<file path="config.mk">
export PLATFORM = sky130hd
export DESIGN_NAME = dacr_regs
export DESIGN_NICKNAME = d
export VERILOG_FILES = /design/src/dacr_pkg.sv /design/src/dacr_regs.sv /design/src/dacr_sync.sv
export SDC_FILE = /design/constraint.sdc
export NUM_CORES = 1
export LEC_CHECK = 0
export ABC_AREA = 1
export BUFFER_PORTS_ARGS = -buffer_cell sky130_fd_sc_hd__buf_2
export CAP_MARGIN = 20
export CELL_PAD_IN_SITES_DETAIL_PLACEMENT = 1
export CELL_PAD_IN_SITES_GLOBAL_PLACEMENT = 1
export CORE_UTILIZATION = 32
export DETAILED_ROUTE_END_ITERATION = 7
export HOLD_SLACK_MARGIN = 0.05
export PLACE_DENSITY = 0.76
export SYNTH_ARGS = -nofsm -noshare
export SYNTH_HDL_FRONTEND = slang
export SYNTH_SLANG_ARGS = --single-unit
</file>
<file path="constraint.sdc">
create_clock -name clk -period 0.9 [get_ports clk]
set_input_delay 0.135 -clock clk [delete_from_list [all_inputs] [get_ports clk]]
set_output_delay 0.135 -clock clk [all_outputs]
set_load 0.01 [all_outputs]
</file>
<file path="src/dacr_pkg.sv">
// register layout, reset values and field types of the converter configuration bank
// assumes a byte-wide register port with page and offset supplied by the device's control port
package dacr_pkg;

  // ************************************************
  // register offsets
  // ************************************************
  localparam logic [7:0] PAGE_STATUS        = 8'h00;
  localparam logic [7:0] PAGE_CONFIG        = 8'h01;
  localparam logic [7:0] OFS_AUTO_MUTE      = 8'h78;  // page 0
  localparam logic [7:0] OFS_CORE_MODE      = 8'h79;  // page 0
  localparam logic [7:0] OFS_REF_OUT_SEL    = 8'h01;  // page 1
  localparam logic [7:0] OFS_GAIN_SEL       = 8'h02;  // page 1
  localparam logic [7:0] OFS_PUMP_DELAY     = 8'h03;  // page 1
  localparam logic [7:0] OFS_DRIVER_POWER   = 8'h04;  // page 1

  // ************************************************
  // field positions
  // ************************************************
  localparam int BIT_LEFT_MUTE      = 4;
  localparam int BIT_RIGHT_MUTE     = 0;
  localparam int BIT_ROT_DISABLE    = 4;
  localparam int BIT_MODE_LO        = 0;
  localparam int BIT_REF_SRC        = 4;
  localparam int BIT_AMP_TYPE       = 0;
  localparam int BIT_LEFT_GAIN      = 4;
  localparam int BIT_RIGHT_GAIN     = 0;
  localparam int BIT_DELAY_LO       = 0;
  localparam int BIT_POWER_LO       = 0;

  // ************************************************
  // reset values
  // ************************************************
  localparam logic       RST_ROT_DISABLE = 1'h0;
  localparam logic [1:0] RST_MODE        = 2'h0;
  localparam logic       RST_REF_SRC     = 1'h0;
  localparam logic       RST_AMP_TYPE    = 1'h0;
  localparam logic       RST_GAIN        = 1'h0;
  localparam logic [2:0] RST_DELAY       = 3'h0;
  localparam logic [1:0] RST_POWER       = 2'h1;

  // ************************************************
  // pump clock delay in ns, per code
  // ************************************************
  localparam int PUMP_DELAY_BASE_NS = 65;
  localparam int PUMP_DELAY_STEP_NS = 25;

  // converter core modes
  typedef enum logic [1:0] {
    DACR_CASC_GALTON   = 2'h0,
    DACR_CASC_ROTATE   = 2'h1,
    DACR_PLAIN_GALTON  = 2'h2,
    DACR_PLAIN_ROTATE  = 2'h3
  } dacr_mode_t;

  // configuration carried to the analog core
  typedef struct packed {
    logic       rotation_disable;
    dacr_mode_t converter_mode_select;
    logic       reference_source_select;
    logic       amplitude_type_select;
    logic       left_analog_gain;
    logic       right_analog_gain;
    logic [2:0] pump_clock_delay;
    logic [1:0] driver_power_level;
  } dacr_cfg_t;

endpackage

</file>
<file path="src/dacr_regs.sv">
// configuration and auto-mute status register bank of the audio converter core
// assumes the control port hands over page, offset and one-cycle read/write strobes
//
// Function
// - left auto-mute flag reads at bit 4, one while left channel muted.
// - right auto-mute flag reads at bit 0, one while right channel muted.
// - bit 4 rotation disable, reset 0; one stops weighted-averaging rotation.
// - mode bits 1:0, reset 0: cascaded Galton/rotation, non-cascaded Galton/rotation.
// - bit 4 reference source, reset 0: divided supply or bandgap on common pin.
// - bit 0 amplitude type, reset 0: constant, or proportional to analog supply.
// - left gain bit 4, reset 0: 0 dB or -6 dB.
// - right gain bit 0, reset 0: 0 dB or -6 dB.
// - pump delay bits 2:0, reset 0: 65 ns plus 25 ns per step.
// - driver power bits 1:0, reset 1: normal, increased, more, maximum.
`timescale 1ns/100ps
module dacr_regs (
  // clock and reset
  input  wire logic                clk,
  input  wire logic                rst_b,
  // register port
  input  wire logic                reg_wr,
  input  wire logic                reg_rd,
  input  wire logic [7:0]          reg_page,
  input  wire logic [7:0]          reg_addr,
  input  wire logic [7:0]          reg_wdata,
  output logic      [7:0]          reg_rdata,
  output logic                     reg_rvalid,
  // auto-mute levels from the signal path
  input  wire logic                left_muted_in,
  input  wire logic                right_muted_in,
  // configuration to the analog core
  output dacr_pkg::dacr_cfg_t      cfg,
  output logic                     core_cascaded,
  output logic                     core_rotating,
  output logic [7:0]               pump_delay_ns,
  output logic                     autoset_blocked
);

  // ************************************************
  // address decode
  // ************************************************
  logic [1:0] mute_sync;
  logic       hit_mode;
  logic       hit_ref;
  logic       hit_gain;
  logic       hit_delay;
  logic       hit_power;
  logic       hit_mute;

  // field registers, each written by exactly one process and gathered into cfg below
  logic                 rot_disable_reg;
  dacr_pkg::dacr_mode_t mode_reg;
  logic                 ref_src_reg;
  logic                 amp_type_reg;
  logic                 left_gain_reg;
  logic                 right_gain_reg;
  logic [2:0]           delay_reg;
  logic [1:0]           power_reg;

  assign hit_mute  = (reg_page == dacr_pkg::PAGE_STATUS) && (reg_addr == dacr_pkg::OFS_AUTO_MUTE);
  assign hit_mode  = (reg_page == dacr_pkg::PAGE_STATUS) && (reg_addr == dacr_pkg::OFS_CORE_MODE);
  assign hit_ref   = (reg_page == dacr_pkg::PAGE_CONFIG) && (reg_addr == dacr_pkg::OFS_REF_OUT_SEL);
  assign hit_gain  = (reg_page == dacr_pkg::PAGE_CONFIG) && (reg_addr == dacr_pkg::OFS_GAIN_SEL);
  assign hit_delay = (reg_page == dacr_pkg::PAGE_CONFIG) && (reg_addr == dacr_pkg::OFS_PUMP_DELAY);
  assign hit_power = (reg_page == dacr_pkg::PAGE_CONFIG) && (reg_addr == dacr_pkg::OFS_DRIVER_POWER);

  // mute flags come from another domain, so they pass two flops first
  dacr_sync #(
    .WIDTH (2)
  ) u_mute_sync (
    .clk      (clk),
    .rst_b    (rst_b),
    .async_in ({left_muted_in, right_muted_in}),
    .sync_out (mute_sync)
  );

  // ************************************************
  // writable fields
  // ************************************************
  // core mode register; reserved bits are dropped, they read back as zero
  always_ff @(posedge clk or negedge rst_b)
  begin
    if (!rst_b)
    begin
      rot_disable_reg <= dacr_pkg::RST_ROT_DISABLE;
      mode_reg        <= dacr_pkg::dacr_mode_t'(dacr_pkg::RST_MODE);
    end
    else if (reg_wr && hit_mode)
    begin
      rot_disable_reg <= reg_wdata[dacr_pkg::BIT_ROT_DISABLE];
      mode_reg        <=
        dacr_pkg::dacr_mode_t'(reg_wdata[dacr_pkg::BIT_MODE_LO +: 2]);
    end
  end

  // reference and amplitude type
  always_ff @(posedge clk or negedge rst_b)
  begin
    if (!rst_b)
    begin
      ref_src_reg  <= dacr_pkg::RST_REF_SRC;
      amp_type_reg <= dacr_pkg::RST_AMP_TYPE;
    end
    else if (reg_wr && hit_ref)
    begin
      ref_src_reg  <= reg_wdata[dacr_pkg::BIT_REF_SRC];
      amp_type_reg <= reg_wdata[dacr_pkg::BIT_AMP_TYPE];
    end
  end

  // analog gain per channel
  always_ff @(posedge clk or negedge rst_b)
  begin
    if (!rst_b)
    begin
      left_gain_reg  <= dacr_pkg::RST_GAIN;
      right_gain_reg <= dacr_pkg::RST_GAIN;
    end
    else if (reg_wr && hit_gain)
    begin
      left_gain_reg  <= reg_wdata[dacr_pkg::BIT_LEFT_GAIN];
      right_gain_reg <= reg_wdata[dacr_pkg::BIT_RIGHT_GAIN];
    end
  end

  // pump clock delay and its delay in ns, kept together so they never disagree
  always_ff @(posedge clk or negedge rst_b)
  begin
    if (!rst_b)
    begin
      delay_reg            <= dacr_pkg::RST_DELAY;
      pump_delay_ns        <= 8'(dacr_pkg::PUMP_DELAY_BASE_NS);
    end
    else if (reg_wr && hit_delay)
    begin
      delay_reg            <= reg_wdata[dacr_pkg::BIT_DELAY_LO +: 3];
      pump_delay_ns        <= 8'(dacr_pkg::PUMP_DELAY_BASE_NS
                              + dacr_pkg::PUMP_DELAY_STEP_NS
                              * int'(reg_wdata[dacr_pkg::BIT_DELAY_LO +: 3]));
    end
  end

  // output driver power
  always_ff @(posedge clk or negedge rst_b)
  begin
    if (!rst_b)
      power_reg <= dacr_pkg::RST_POWER;
    else if (reg_wr && hit_power)
      power_reg <= reg_wdata[dacr_pkg::BIT_POWER_LO +: 2];
  end

  // single driver for the struct output; a flop-per-field split keeps each process small
  assign cfg = '{
    rotation_disable:        rot_disable_reg,
    converter_mode_select:   mode_reg,
    reference_source_select: ref_src_reg,
    amplitude_type_select:   amp_type_reg,
    left_analog_gain:        left_gain_reg,
    right_analog_gain:       right_gain_reg,
    pump_clock_delay:        delay_reg,
    driver_power_level:      power_reg
  };

  // ************************************************
  // decoded mode and autoset warning
  // ************************************************
  // odd mode codes rotate, low codes cascade; decoded from the written value
  always_ff @(posedge clk or negedge rst_b)
  begin
    if (!rst_b)
    begin
      core_cascaded   <= 1'h1;
      core_rotating   <= 1'h0;
      autoset_blocked <= 1'h0;
    end
    else
    begin
      if (reg_wr && hit_mode)
      begin
        case (reg_wdata[dacr_pkg::BIT_MODE_LO +: 2])
          dacr_pkg::DACR_CASC_GALTON:  {core_cascaded, core_rotating} <= 2'h2;
          dacr_pkg::DACR_CASC_ROTATE:  {core_cascaded, core_rotating} <= 2'h3;
          dacr_pkg::DACR_PLAIN_GALTON: {core_cascaded, core_rotating} <= 2'h0;
          default:                     {core_cascaded, core_rotating} <= 2'h1;
        endcase
      end
      // flags that clock autoset cannot run; software must program dividers
      if (reg_wr && hit_ref)
        autoset_blocked <= reg_wdata[dacr_pkg::BIT_AMP_TYPE];
    end
  end

  // ************************************************
  // read path
  // ************************************************
  // one cycle latency; unmapped offsets and reserved bits read zero
  always_ff @(posedge clk or negedge rst_b)
  begin
    if (!rst_b)
    begin
      reg_rdata  <= 8'h00;
      reg_rvalid <= 1'h0;
    end
    else
    begin
      reg_rvalid <= reg_rd;
      if (reg_rd)
      begin
        reg_rdata <= 8'h00;
        if (hit_mute)
        begin
          reg_rdata[dacr_pkg::BIT_LEFT_MUTE]  <= mute_sync[1];
          reg_rdata[dacr_pkg::BIT_RIGHT_MUTE] <= mute_sync[0];
        end
        else if (hit_mode)
        begin
          reg_rdata[dacr_pkg::BIT_ROT_DISABLE]    <= cfg.rotation_disable;
          reg_rdata[dacr_pkg::BIT_MODE_LO +: 2]   <= cfg.converter_mode_select;
        end
        else if (hit_ref)
        begin
          reg_rdata[dacr_pkg::BIT_REF_SRC]  <= cfg.reference_source_select;
          reg_rdata[dacr_pkg::BIT_AMP_TYPE] <= cfg.amplitude_type_select;
        end
        else if (hit_gain)
        begin
          reg_rdata[dacr_pkg::BIT_LEFT_GAIN]  <= cfg.left_analog_gain;
          reg_rdata[dacr_pkg::BIT_RIGHT_GAIN] <= cfg.right_analog_gain;
        end
        else if (hit_delay)
          reg_rdata[dacr_pkg::BIT_DELAY_LO +: 3] <= cfg.pump_clock_delay;
        else if (hit_power)
          reg_rdata[dacr_pkg::BIT_POWER_LO +: 2] <= cfg.driver_power_level;
      end
    end
  end

endmodule

</file>
<file path="src/dacr_sync.sv">
// two-flop synchroniser for level signals that arrive from outside the clock domain
// assumes inputs are slow levels; pulses shorter than one clock may be missed
`timescale 1ns/100ps
module dacr_sync #(
  parameter int WIDTH = 2
) (
  // clock and reset
  input  wire logic             clk,
  input  wire logic             rst_b,
  // levels
  input  wire logic [WIDTH-1:0] async_in,
  output logic      [WIDTH-1:0] sync_out
);

  logic [WIDTH-1:0] meta_reg;

  // first stage feeds only the second stage
  always_ff @(posedge clk or negedge rst_b)
  begin
    if (!rst_b)
    begin
      meta_reg <= '0;
      sync_out <= '0;
    end
    else
    begin
      meta_reg <= async_in;
      sync_out <= meta_reg;
    end
  end

endmodule
</file>
After elaboration in Yosys (flattened, before gate mapping)
Index checks and enable logic that the tools add are counted.
{ "totals": {"register_bits": 31, "word_cells": 58} }
{ "op_classes": {"addsub": 1, "mux": 17, "n_mul": 1, "n_eq_ne": 9, "n_reduce_logical": 15} }
{ "ops": {"columns": ["op", "n"], "rows": [
  ["8-bit by 1-bit equality test with 1-bit output (second input constant)", 2],
  ["8-bit by 2-bit equality test with 1-bit output (second input constant)", 2],
  ["8-bit by 7-bit equality test with 1-bit output (second input constant)", 2],
  ["2-bit 2-to-1 mux", 6],
  ["1-bit logical AND", 11],
  ["1-bit 2-to-1 mux", 11],
  ["7-bit by 8-bit adder with 8-bit output (first input constant)", 1],
  ["8-bit by 3-bit equality test with 1-bit output (second input constant)", 1],
  ["8-bit zero test", 1],
  ["5-bit by 3-bit multiplier with 8-bit output (first input constant)", 1],
  ["2-bit OR reduction", 2],
  ["2-bit by 1-bit equality test with 1-bit output (second input constant)", 1],
  ["2-bit equality test (second input constant)", 1],
  ["2-bit zero test", 1]
]} }

Depth between registers and ports, before layout
Gate-level depths: netlist (run 1).
{ "depth": {"ltp_word": 8, "mapped_depth": 11, "ltp_nobuf": 10} }

Cells and area by module
A second synthesis (run 1) with hierarchy kept.
{ "hier_totals": {"cells_unflattened": 197, "area_unflattened_um2": 1689.1} }
{ "modules_own_cells": {"columns": ["mod", "cells_each", "area_per_inst_um2", "n_inst"], "rows": [
  ["dacr_regs", 193, 1589.0, 1],
  ["dacr_sync", 4, 100.1, 1]
]} }

Worst setup path before layout (run 1)
Ideal clock, no wire load.
{ "synth_path": {"kind": "input-to-reg", "startpoint": "in reg_wdata[1]", "endpoint": "reg pump_delay_ns[7]", "path_buffers": 0, "path_slack_ns": -0.549, "t_required_ns": 0.773, "t_arrival_ns": 1.322, "cell_stages": 10, "path_cell_list": "inv_1 > ha_1 > inv_1 > ha_1 > ha_1 > inv_1 > nor2_1 > nor2_1 > xnor2_1 > o21ai_0"} }
{ "synth_between": {"elab_chain_len": 2} }
{ "synth_lines": {"columns": ["element", "line_no", "source"], "rows": [
  ["from (decl)", "dacr_regs.sv:25", "input wire logic [7:0] reg_wdata,"],
  ["5-bit by 3-bit multiplier with 8-bit output", "dacr_regs.sv:139", "* int'(reg_wdata[dacr_pkg::BIT_DELAY_LO +: 3]));"],
  ["7-bit by 8-bit adder with 8-bit output", "dacr_regs.sv:138", "+ dacr_pkg::PUMP_DELAY_STEP_NS"],
  ["to (signal assigned)", "dacr_regs.sv:132", "pump_delay_ns <= 8'(dacr_pkg::PUMP_DELAY_BASE_NS);"],
  ["to (signal assigned)", "dacr_regs.sv:137", "pump_delay_ns <= 8'(dacr_pkg::PUMP_DELAY_BASE_NS"],
  ["to (decl)", "dacr_regs.sv:35", "output logic [7:0] pump_delay_ns,"]
]} }
Every way passes these cells.
A chain may end at the register's enable or synchronous reset.

Final worst setup path (run 1)
{ "layout_path": {"startpoint": "in reg_wdata[1]", "endpoint": "reg pump_delay_ns[6]"} }
Same word-level chain as after synthesis.

==> results of run 1 <==
## tightest hold or removal path, cell delays in order
cell     delay (ns)
buf_2          0.12
nand2_1        0.07
nand2_1        0.05
## stage by stage
step                setup TNS (ns)  area [um^2]  utilization (%)
finish                       -6.92         3290             64.4
detailed placement          -11.20         2350             46.0
global route                 -8.97         3290             64.4
floorplan                    -3.67         1850                -
CTS                          -3.62         2920             57.2
global placement             -9.47         2350             46.0
## cells by family after synthesis
logic type               synth area share [%]
XOR/XNOR                                 2.06
buffers and inverters                    9.48
flip-flops                               45.8
AND/OR/NAND/NOR                          28.1
other                                   0.220
AO/OA/AOI/OAI                            7.71
adder cells (fa/ha/maj)                  6.61
## where the power goes
group / total (mW) / internal [mW] / switching [mW]
combinational: 0.562 / 0.253 / 0.309
clock: 1.09 / 0.543 / 0.546
sequential: 1.41 / 1.41 / 0.00553
total: 3.06 / 2.20 / 0.860
## worst min path at each step
| stage | cells past startpoint | slack (ns) | endpoint |
|---|---|---|---|
| final | 3 | 0.12 | reg_rdata[4] |
| after CTS | 3 | 0.1 | reg_rdata[0] |
| after global placement | 2 | 0.10 | reg_rvalid |
| after detailed placement | 2 | 0.10 | reg_rdata[4] |
| after global routing | 3 | 0.14 | reg_rdata[0] |
| after floorplan | 0 | -0.16 | autoset_blocked |
## cells in the final DEF, fill, tap and decap left out, drive strengths merged, types with 4 or more instances in the layout
cell type and count:
inv 19, nor2 27, nand2 51, o21ai 19, conb 4, ha 9
buf 118, dlygate4sd3 4, clkbuf 7, nand3 19, nand4 4, dfstp 4
dfrtp 27
## Yosys cell counts
cell,count,area (um^2)
nand2_1,50,188
nor3b_4,1,18.8
nand3_1,17,85.1
dfrtp_1,27,676
buf_4,10,75.1
o21ai_2,3,26.3
xnor2_1,2,17.5
xor2_1,2,17.5
o21ai_1,9,45.0
nor3_1,1,5.00
nand3_4,1,17.5
dfstp_2,4,105
nand4_1,4,25.0
a21oi_1,1,5.00
inv_2,1,3.75
conb_1,1,3.75
o21ai_0,7,35.0
nor2_1,23,86.3
o31ai_2,1,12.5
nor2_4,1,11.3
or2_4,1,8.76
and3_2,1,7.51
inv_1,19,71.3
ha_1,9,113
nor2_2,3,18.8
buf_6,1,11.3
o21a_1,1,7.51
nand2_2,1,6.26
## repair_timing
action	4_1_cts	5_1_grt
setup buffers	19	16
endpoints found under the hold margin	34	0
endpoints found under the setup margin	53	54
gates resized for setup	64	70
hold buffers	4	0
gates cloned	2	0
pin swaps	24	24
## cell type report
| class | count | area, um^2 | share of cell area [%] |
|---|---|---|---|
| multi-input cells | 144 | 1190 | 36.1 |
| repair buffers | 122 | 1050 | 32.0 |
| flip-flops and latches | 31 | 781 | 23.7 |
| inverters | 20 | 100 | 3.04 |
| well taps | 70 | 87.6 | 2.66 |
| clock buffers | 7 | 76.3 | 2.32 |
| clock inverters | 1 | 5.00 | 0.152 |
## per-layer routing
metal / GRT usage (%) / share of wire (%) / vias up / routed length, um
li1: - / - / 879 / -
met1: 28.8 / 38 / 995 / 3140
met2: 47.9 / 54 / 76 / 4480
met3: 4.69 / 3.5 / 32 / 290
met4: 7.55 / 4.7 / 0 / 388
met5: 0 / 0 / - / 0
==> results.toml, run 1 <==
[run_status]
status = "finished with violations"
failed_checks = "setup timing"

[pwr]
p_total_mw = 3.06
p_per_area_nw_per_um2 = 930
power.leakage_nw = 1.61
irDropWorstVdd_v = 0.000807

[die]
dieWidth_um = 75.0
initial_core_util_pct = 33.3
rows = 26
core_area_um2 = 5110
die_area_um2 = 5620
pin_count = 62
die_h_um = 75.0

[cells_and_area]
drive_above_1_share_pct = 66.5
nets = 363
num-fill-cells = 578
syn_to_final_growth_pct = 93.2
largest_register_ffs = 8
layout.cells.non_filler = 395
insertedDiodeCount = 0

[timing]
timing.fmax_mhz = 803
clock_skew_ns = 0.00415
worst_hold_slack_ns = 0.123
final_hold_viol_count = 0
setup_violations = 54
worst_slack_ns = -0.346
rsz0062_at_grt = "true"
min_period_ns = 1.25
maxSlewViolCount = 0
period_share_pct = 138

[setup_path]
reg2reg_to = "reg_rdata[0]"
arrival_ns = 1.46
reg2reg_setup_slack_ns = -0.20
cp-endpoint = "pump_delay_ns[6]"
path_class = "in2reg"
cpMostUsedCell = "ha_4"
critPathLaunch = "reg_wdata[1]"
endpoint_kind = "flip-flop"
worst_path_max_delay_cell = "ha_4"
critPathMaxStageDelay_ns = 0.25
r2r-start = "power_reg[0]"
path_max_fanout = 3
worstPathCellList = "buf_12, inv_12, ha_4, inv_2, ha_4, ha_4, inv_2, buf_4, xor2_1, o21ai_1"
worstPathBufferInverterCount = 5
critPathLaunchType = "input pin"
reg2regPathDepth = 7
path_delay_family = "adder cells"
critPathRequiredTime_ns = 1.11
worstSetupPathDepth = 10

[route]
wl_per_cell_um = 21.0
vias_per_cell = 5.02
via_count = 1982
drc = 0
drt_iter0_drc = 61
ant_nets = 0
routed_wl_um = 8300
dr.pass1.iters = 4

[synth]
ys_warn_count = 0
synth_seq_area_share_pct = 45.8
synthCells = 202
syn_area_per_cell_um2 = 8.43
synth_cell_types = 28
synth.cell_area_um2 = 1700
yosys_register_bits = 31

[placed_design]
dp_cells = 347
port_buffers = 53
dp_slack_ns = -0.695
dp.final_hpwl_um = 3750
routabilityCongestion = 0.778

[global_routing]
grt_start_max_net_pins = 32
grt_pass1_vias = 1950
grt_pass1_wl_um = 10100
grt_antenna_before_repair = 0
overflow = 0
track_usage_pct = 25.3

[min_path]
min_path_type = "in2reg"
min_from = "reg_rd"

[clock_network]
clk_pin_slew_worst_paths_ns = 0.07
cts_tree = "built"
worstSkewPairLatency_ns = 0.29
cts.sinks = 31
root_buffer = "clkbuf_8"
cts_buffers = 5
cts.path.max_buffers = 2
cts-htree-levels = 2

[job]
cap_violations = 0
(Power assumes the default switching activity.)
==> run 2: changes to the inputs <==
--- a/config.mk
+++ b/config.mk
@@ -11,6 +11,7 @@
 export CELL_PAD_IN_SITES_DETAIL_PLACEMENT = 1
 export CELL_PAD_IN_SITES_GLOBAL_PLACEMENT = 1
 export CORE_UTILIZATION = 32
+export CTS_BUF_LIST = sky130_fd_sc_hd__clkbuf_8 sky130_fd_sc_hd__clkbuf_16
 export DETAILED_ROUTE_END_ITERATION = 7
 export HOLD_SLACK_MARGIN = 0.05
 export PLACE_DENSITY = 0.76
==> results.toml, run 2 (same netlist as run 1, synthesis figures left out) <==
[die]
rows = 26
die_area_um2 = 5620
die_h_um = 75.0
core_area_um2 = 5110
initial_core_util_pct = 33.3
dieWidth_um = 75.0
pin_count = 62

[placed_design]
dp_cells = 347
routabilityCongestion = 0.778
dp.final_hpwl_um = 3750
port_buffers = 53

[global_routing]
grt_pass1_vias = 1911
grt_antenna_before_repair = 0
grt_pass1_wl_um = 9950
track_usage_pct = 24.9
grt_start_max_net_pins = 32
overflow = 0

[job]
cap_violations = 0

[setup_path]
critPathLaunchType = "input pin"
critPathRequiredTime_ns = 1.09
r2r-start = "power_reg[0]"
reg2reg_setup_slack_ns = -0.22
reg2regPathDepth = 7
arrival_ns = 1.44
reg2reg_to = "reg_rdata[0]"
path_max_fanout = 3
path_class = "in2reg"
endpoint_kind = "flip-flop"

[timing]
timing.fmax_mhz = 800
worst_slack_ns = -0.350
final_hold_viol_count = 0
clock_skew_ns = 0.00902
period_share_pct = 139
tns_ns = -8.15
min_period_ns = 1.25
rsz0062_at_grt = "true"
setup_violations = 54
maxSlewViolCount = 0

[clock_network]
cts.sinks = 31
cts_tree = "built"
cts_buffers = 5
cts-htree-levels = 2
cts.path.max_buffers = 2
worstSkewPairLatency_ns = 0.30
clk_pin_slew_worst_paths_ns = 0.08
root_buffer = "clkbuf_8"

[min_path]
min_from = "reg_rd"
hold_depth = 3
hold_end = "reg_rdata[0]"
min_path_type = "in2reg"

[route]
drt_iter0_drc = 117
routed_wl_um = 8630
vias_per_cell = 5.05
wl_per_cell_um = 21.7
via_count = 2003
ant_nets = 0
dr.pass1.iters = 6
drc = 0

[pwr]
intPower_mw = 2.18
p_sw_share_pct = 30.0
netSwitchingPower_mw = 0.934
pwr-share-comb_pct = 18.4
p_seq_share_pct = 45.3
p_per_area_nw_per_um2 = 947
clockPowerShare_pct = 36.3
power.leakage_nw = 1.63
irDropWorstVdd_v = 0.000909

[cells_and_area]
final_common_cell = "buf_6"
syn_to_final_growth_pct = 93.2
drive_above_1_share_pct = 65.1
nets = 365
largest_register_ffs = 8
final_cell_mix = "buf_6, buf_4, buf_2, dfrtp_1, nand2_1"
layout.cells.non_filler = 397
insertedDiodeCount = 0

[run_status]
failed_checks = "setup timing"
status = "finished with violations"
run 2: cell types whose count changed in the layout (fill, tap and decap cells not counted), sizes merged:
| cell | previous run | this run |
|---|---|---|
| buf | 118 | 120 |
| clkbuf | 7 | 5 |
| inv | 19 | 21 |
run 2: routing by layer:
metal  wire (um)  track usage, %  vias to the layer above
met3         263            4.02                       22
met1        3330            28.9                     1028
met4         241            5.45                        0
met2        4800            47.6                       67
met5           0               0                        -
li1            -               -                      886
run 2: repair_timing:
action | 4_1_cts | 5_1_grt
pin swaps | 24 | 24
hold endpoints to repair | 34 | 0
gates cloned | 2 | 0
setup endpoints to repair | 53 | 54
hold buffers | 4 | 0
buffers inserted | 19 | 19
gates resized for setup | 65 | 68
run 2: area by class of cell:
cell class	count	area, um^2
clock buffer	5	68.8
clock inverter	3	12.5
fill	570	1820
inverter	20	100
multi-input combinational	144	1160
sequential	31	781
tap	70	87.6
timing repair buffer	124	1080
run 2: through the flow:
step | power, mW | cell area (um^2) | hold slack, ns | utilization [%] | setup slack [ns]
after floorplan | 1.62 | 1850 | -0.161 | - | -0.413
after global routing | 3.18 | 3290 | 0.125 | 64.4 | -0.410
after detailed placement | 1.84 | 2350 | 0.103 | 46.0 | -0.695
after CTS | 2.95 | 2930 | 0.0955 | 57.3 | -0.252
final | 3.12 | 3290 | 0.0958 | 64.4 | -0.350
after global placement | 1.82 | 2350 | 0.102 | 46.0 | -0.643
run 2: worst max-delay path: stages:
cell	delay, ns
buf_12	0.09
inv_12	0.03
ha_4	0.25
inv_2	0.04
ha_4	0.16
ha_4	0.26
inv_2	0.04
nor2_2	0.10
nor2_2	0.05
xnor2_1	0.19
o21ai_1	0.10
run 2: how the worst max path moves through the flow:
stage	startpoint	end	slack, ns	depth (start not counted)
finish	reg_wdata[1]	pump_delay_ns[7]	-0.35	11
floorplan	reg_wdata[1]	pump_delay_ns[7]	-0.41	10
CTS	reg_wdata[1]	pump_delay_ns[7]	-0.25	11
global placement	reg_wdata[1]	pump_delay_ns[7]	-0.64	11
detailed placement	reg_wdata[1]	pump_delay_ns[7]	-0.70	11
global route	reg_wdata[1]	pump_delay_ns[7]	-0.41	11
run 2: power groups by stage:
stage	clock, mW	sequential [mW]	combinational [mW]
final	1.13	1.41	0.573
after global routing	1.17	1.41	0.604
after CTS	1.05	1.41	0.495
after detailed placement	0	1.43	0.406
after global placement	0	1.43	0.389
after floorplan	0	1.44	0.180
==> run 3: changes to the inputs <==
--- a/config.mk
+++ b/config.mk
@@ -17,4 +17,5 @@
 export PLACE_DENSITY = 0.76
 export SYNTH_ARGS = -nofsm -noshare
 export SYNTH_HDL_FRONTEND = slang
+export SYNTH_HIERARCHICAL = 1
 export SYNTH_SLANG_ARGS = --single-unit
==> results.toml, run 3 <==
[run_status]
failed_checks = "setup timing"
status = "finished with violations"

[die]
die_h_um = 74.7
dieWidth_um = 74.7
core_area_um2 = 5110
pin_count = 62
initial_core_util_pct = 33.1
rows = 26
die_area_um2 = 5570

[timing]
setup_violations = 51
final_hold_viol_count = 0
maxSlewViolCount = 0
worst_slack_ns = -0.275
rsz0062_at_grt = "true"
clock_skew_ns = 0.00366
tns_ns = -5.00
period_share_pct = 131
timing.fmax_mhz = 851
min_period_ns = 1.17
worst_hold_slack_ns = 0.172

[setup_path]
path_max_fanout = 2
endpoint_kind = "output port"
critPathRequiredTime_ns = 0.76
reg2reg_setup_slack_ns = -0.26
reg2regPathDepth = 7
worstPathCellList = "buf_6, buf_6"
cpMostUsedCell = "buf_6"
r2r-start = "delay_reg[0]"
arrival_ns = 1.04
reg2reg_to = "reg_rdata[0]"
critPathMaxStageDelay_ns = 0.55
path_class = "reg2out"
worst_path_max_delay_cell = "dfstp_2"
critPathLaunchType = "flip-flop"

[min_path]
min_from = "reg_wdata[0]"
min_path_type = "in2reg"
hold_depth = 3
hold_end = "pump_delay_ns[0]"

[route]
via_count = 1841
drc = 0
vias_per_cell = 4.87
dr.pass1.iters = 4
routed_wl_um = 7340
ant_nets = 0
wl_per_cell_um = 19.4
drt_iter0_drc = 71

[placed_design]
dpl-instance-area_um2 = 2270
routabilityCongestion = 0.741
dp_slack_ns = -0.718
dp.final_hpwl_um = 3520
port_buffers = 53

[job]
cap_violations = 0

[pwr]
p_total_mw = 3.07
irDropWorstVdd_v = 0.000549
p_per_area_nw_per_um2 = 928
power.leakage_nw = 1.65

[clock_network]
clk_pin_slew_worst_paths_ns = 0.06
worstSkewPairLatency_ns = 0.29
cts.path.max_buffers = 2
cts_tree = "built"
cts.sinks = 31
root_buffer = "clkbuf_8"
cts-htree-levels = 2
cts_buffers = 5

[global_routing]
grt_pass1_vias = 1882
grt_antenna_before_repair = 0
met3_usage_pct = 3.48
top_usage_layer = "met2"
grt_pass1_wl_um = 8670
grt_use_met2_pct = 41.3
grt_util_met1_pct = 22.0
grt_start_max_net_pins = 32
overflow = 0
track_usage_pct = 21.3

[cells_and_area]
largest_register_ffs = 8
final_common_cell = "buf_6"
final_cell_mix = "buf_6, buf_4, dfrtp_1, nand2_1, buf_2"
nets = 347
syn_to_final_growth_pct = 96.1
insertedDiodeCount = 0
drive_above_1_share_pct = 68.5
final_cell_area_um2 = 3310

[synth]
synthCells = 197
yosysTopAreaCell = "dfrtp_1"
yosys_register_bits = 31
syn_area_per_cell_um2 = 8.57
yosys.cell_count.top_type = "nand2_1"
ys_warn_count = 6
async_flop_share_pct = 100
synth_top_area_share_pct = 40.0
ys.flop_type = "dfrtp_1"
synth_area_leaders = "dfrtp_1, nand2_1, ha_1"
synth.cell_area_um2 = 1690
synth_seq_area_share_pct = 46.2
synth_cell_types = 26
synth-edff-count = 0
synth_common_cells = "nand2_1, dfrtp_1, nor2_1, inv_1, nand3_1"
[run 3: cell count changes in the layout (fill, tap and decap cells not counted), sizes merged, moves of 3 or more]
cell,change
inv,-6
buf,-14
nand2,+14
nand3,-8
nor2,-3
and2,+3
[run 3: report_power, final]
group / internal, mW / total (mW) / switching (mW)
combinational: 0.302 / 0.628 / 0.326
sequential: 1.41 / 1.41 / 0.00359
clock: 0.509 / 1.03 / 0.526
total: 2.22 / 3.07 / 0.855
[run 3: worst max-delay path: cells and delay by family, from the launching register on]
family   cells  cell delay, ns
flops        1            0.55
buf+inv      2            0.20
[run 3: through the flow]
step	cells	util (%)
2_1_floorplan	200	-
3_3_place_gp	334	44.4
3_5_place_dp	334	44.4
4_1_cts	367	55.4
5_1_grt	378	64.8
6_report	378	64.8
[run 3: timing repair]
item / 4_1_cts / 5_1_grt
hold buffers: 4 / 0
cloned: 2 / 2
endpoints found under the hold margin: 34 / 0
resized for setup: 56 / 91
buffers inserted: 20 / 13
pin swaps: 24 / 43
endpoints found under the setup margin: 45 / 54
[run 3: worst max path at each step]
stage,startpoint,to,slack (ns)
2_1_floorplan,reg_wdata[1],pump_delay_ns[7],-0.53
3_3_place_gp,reg_wdata[1],pump_delay_ns[7],-0.62
6_report,power_reg[0],cfg[0],-0.27
4_1_cts,reg_wdata[1],pump_delay_ns[7],-0.28
5_1_grt,delay_reg[0],reg_rdata[0],-0.31
3_5_place_dp,reg_wdata[1],pump_delay_ns[7],-0.72
[run 3: cell type report]
class / instances / area [um^2]
inverter: 14 / 82.6
sequential: 31 / 781
clock buffer: 5 / 68.8
clock inverter: 2 / 7.51
multi-input combinational: 145 / 1250
timing repair buffer: 111 / 1030
fill: 536 / 1800
tap: 70 / 87.6
[run 3: kinds of logic after synthesis]
group,Yosys count,synth area share (%)
AO/OA/AOI/OAI,20,8.37
XOR/XNOR,5,2.59
other,1,0.222
flip-flops,31,46.2
buffers and inverters,25,8.74
AND/OR/NAND/NOR,106,27.2
adder cells (fa/ha/maj),9,6.67
[run 3: per-layer routing]
| metal | up-vias | share of wire (%) |
|---|---|---|
| li1 | 838 | - |
| met1 | 925 | 35 |
| met2 | 61 | 59 |
| met3 | 17 | 3.1 |
| met4 | 0 | 3.0 |
| met5 | - | 0 |
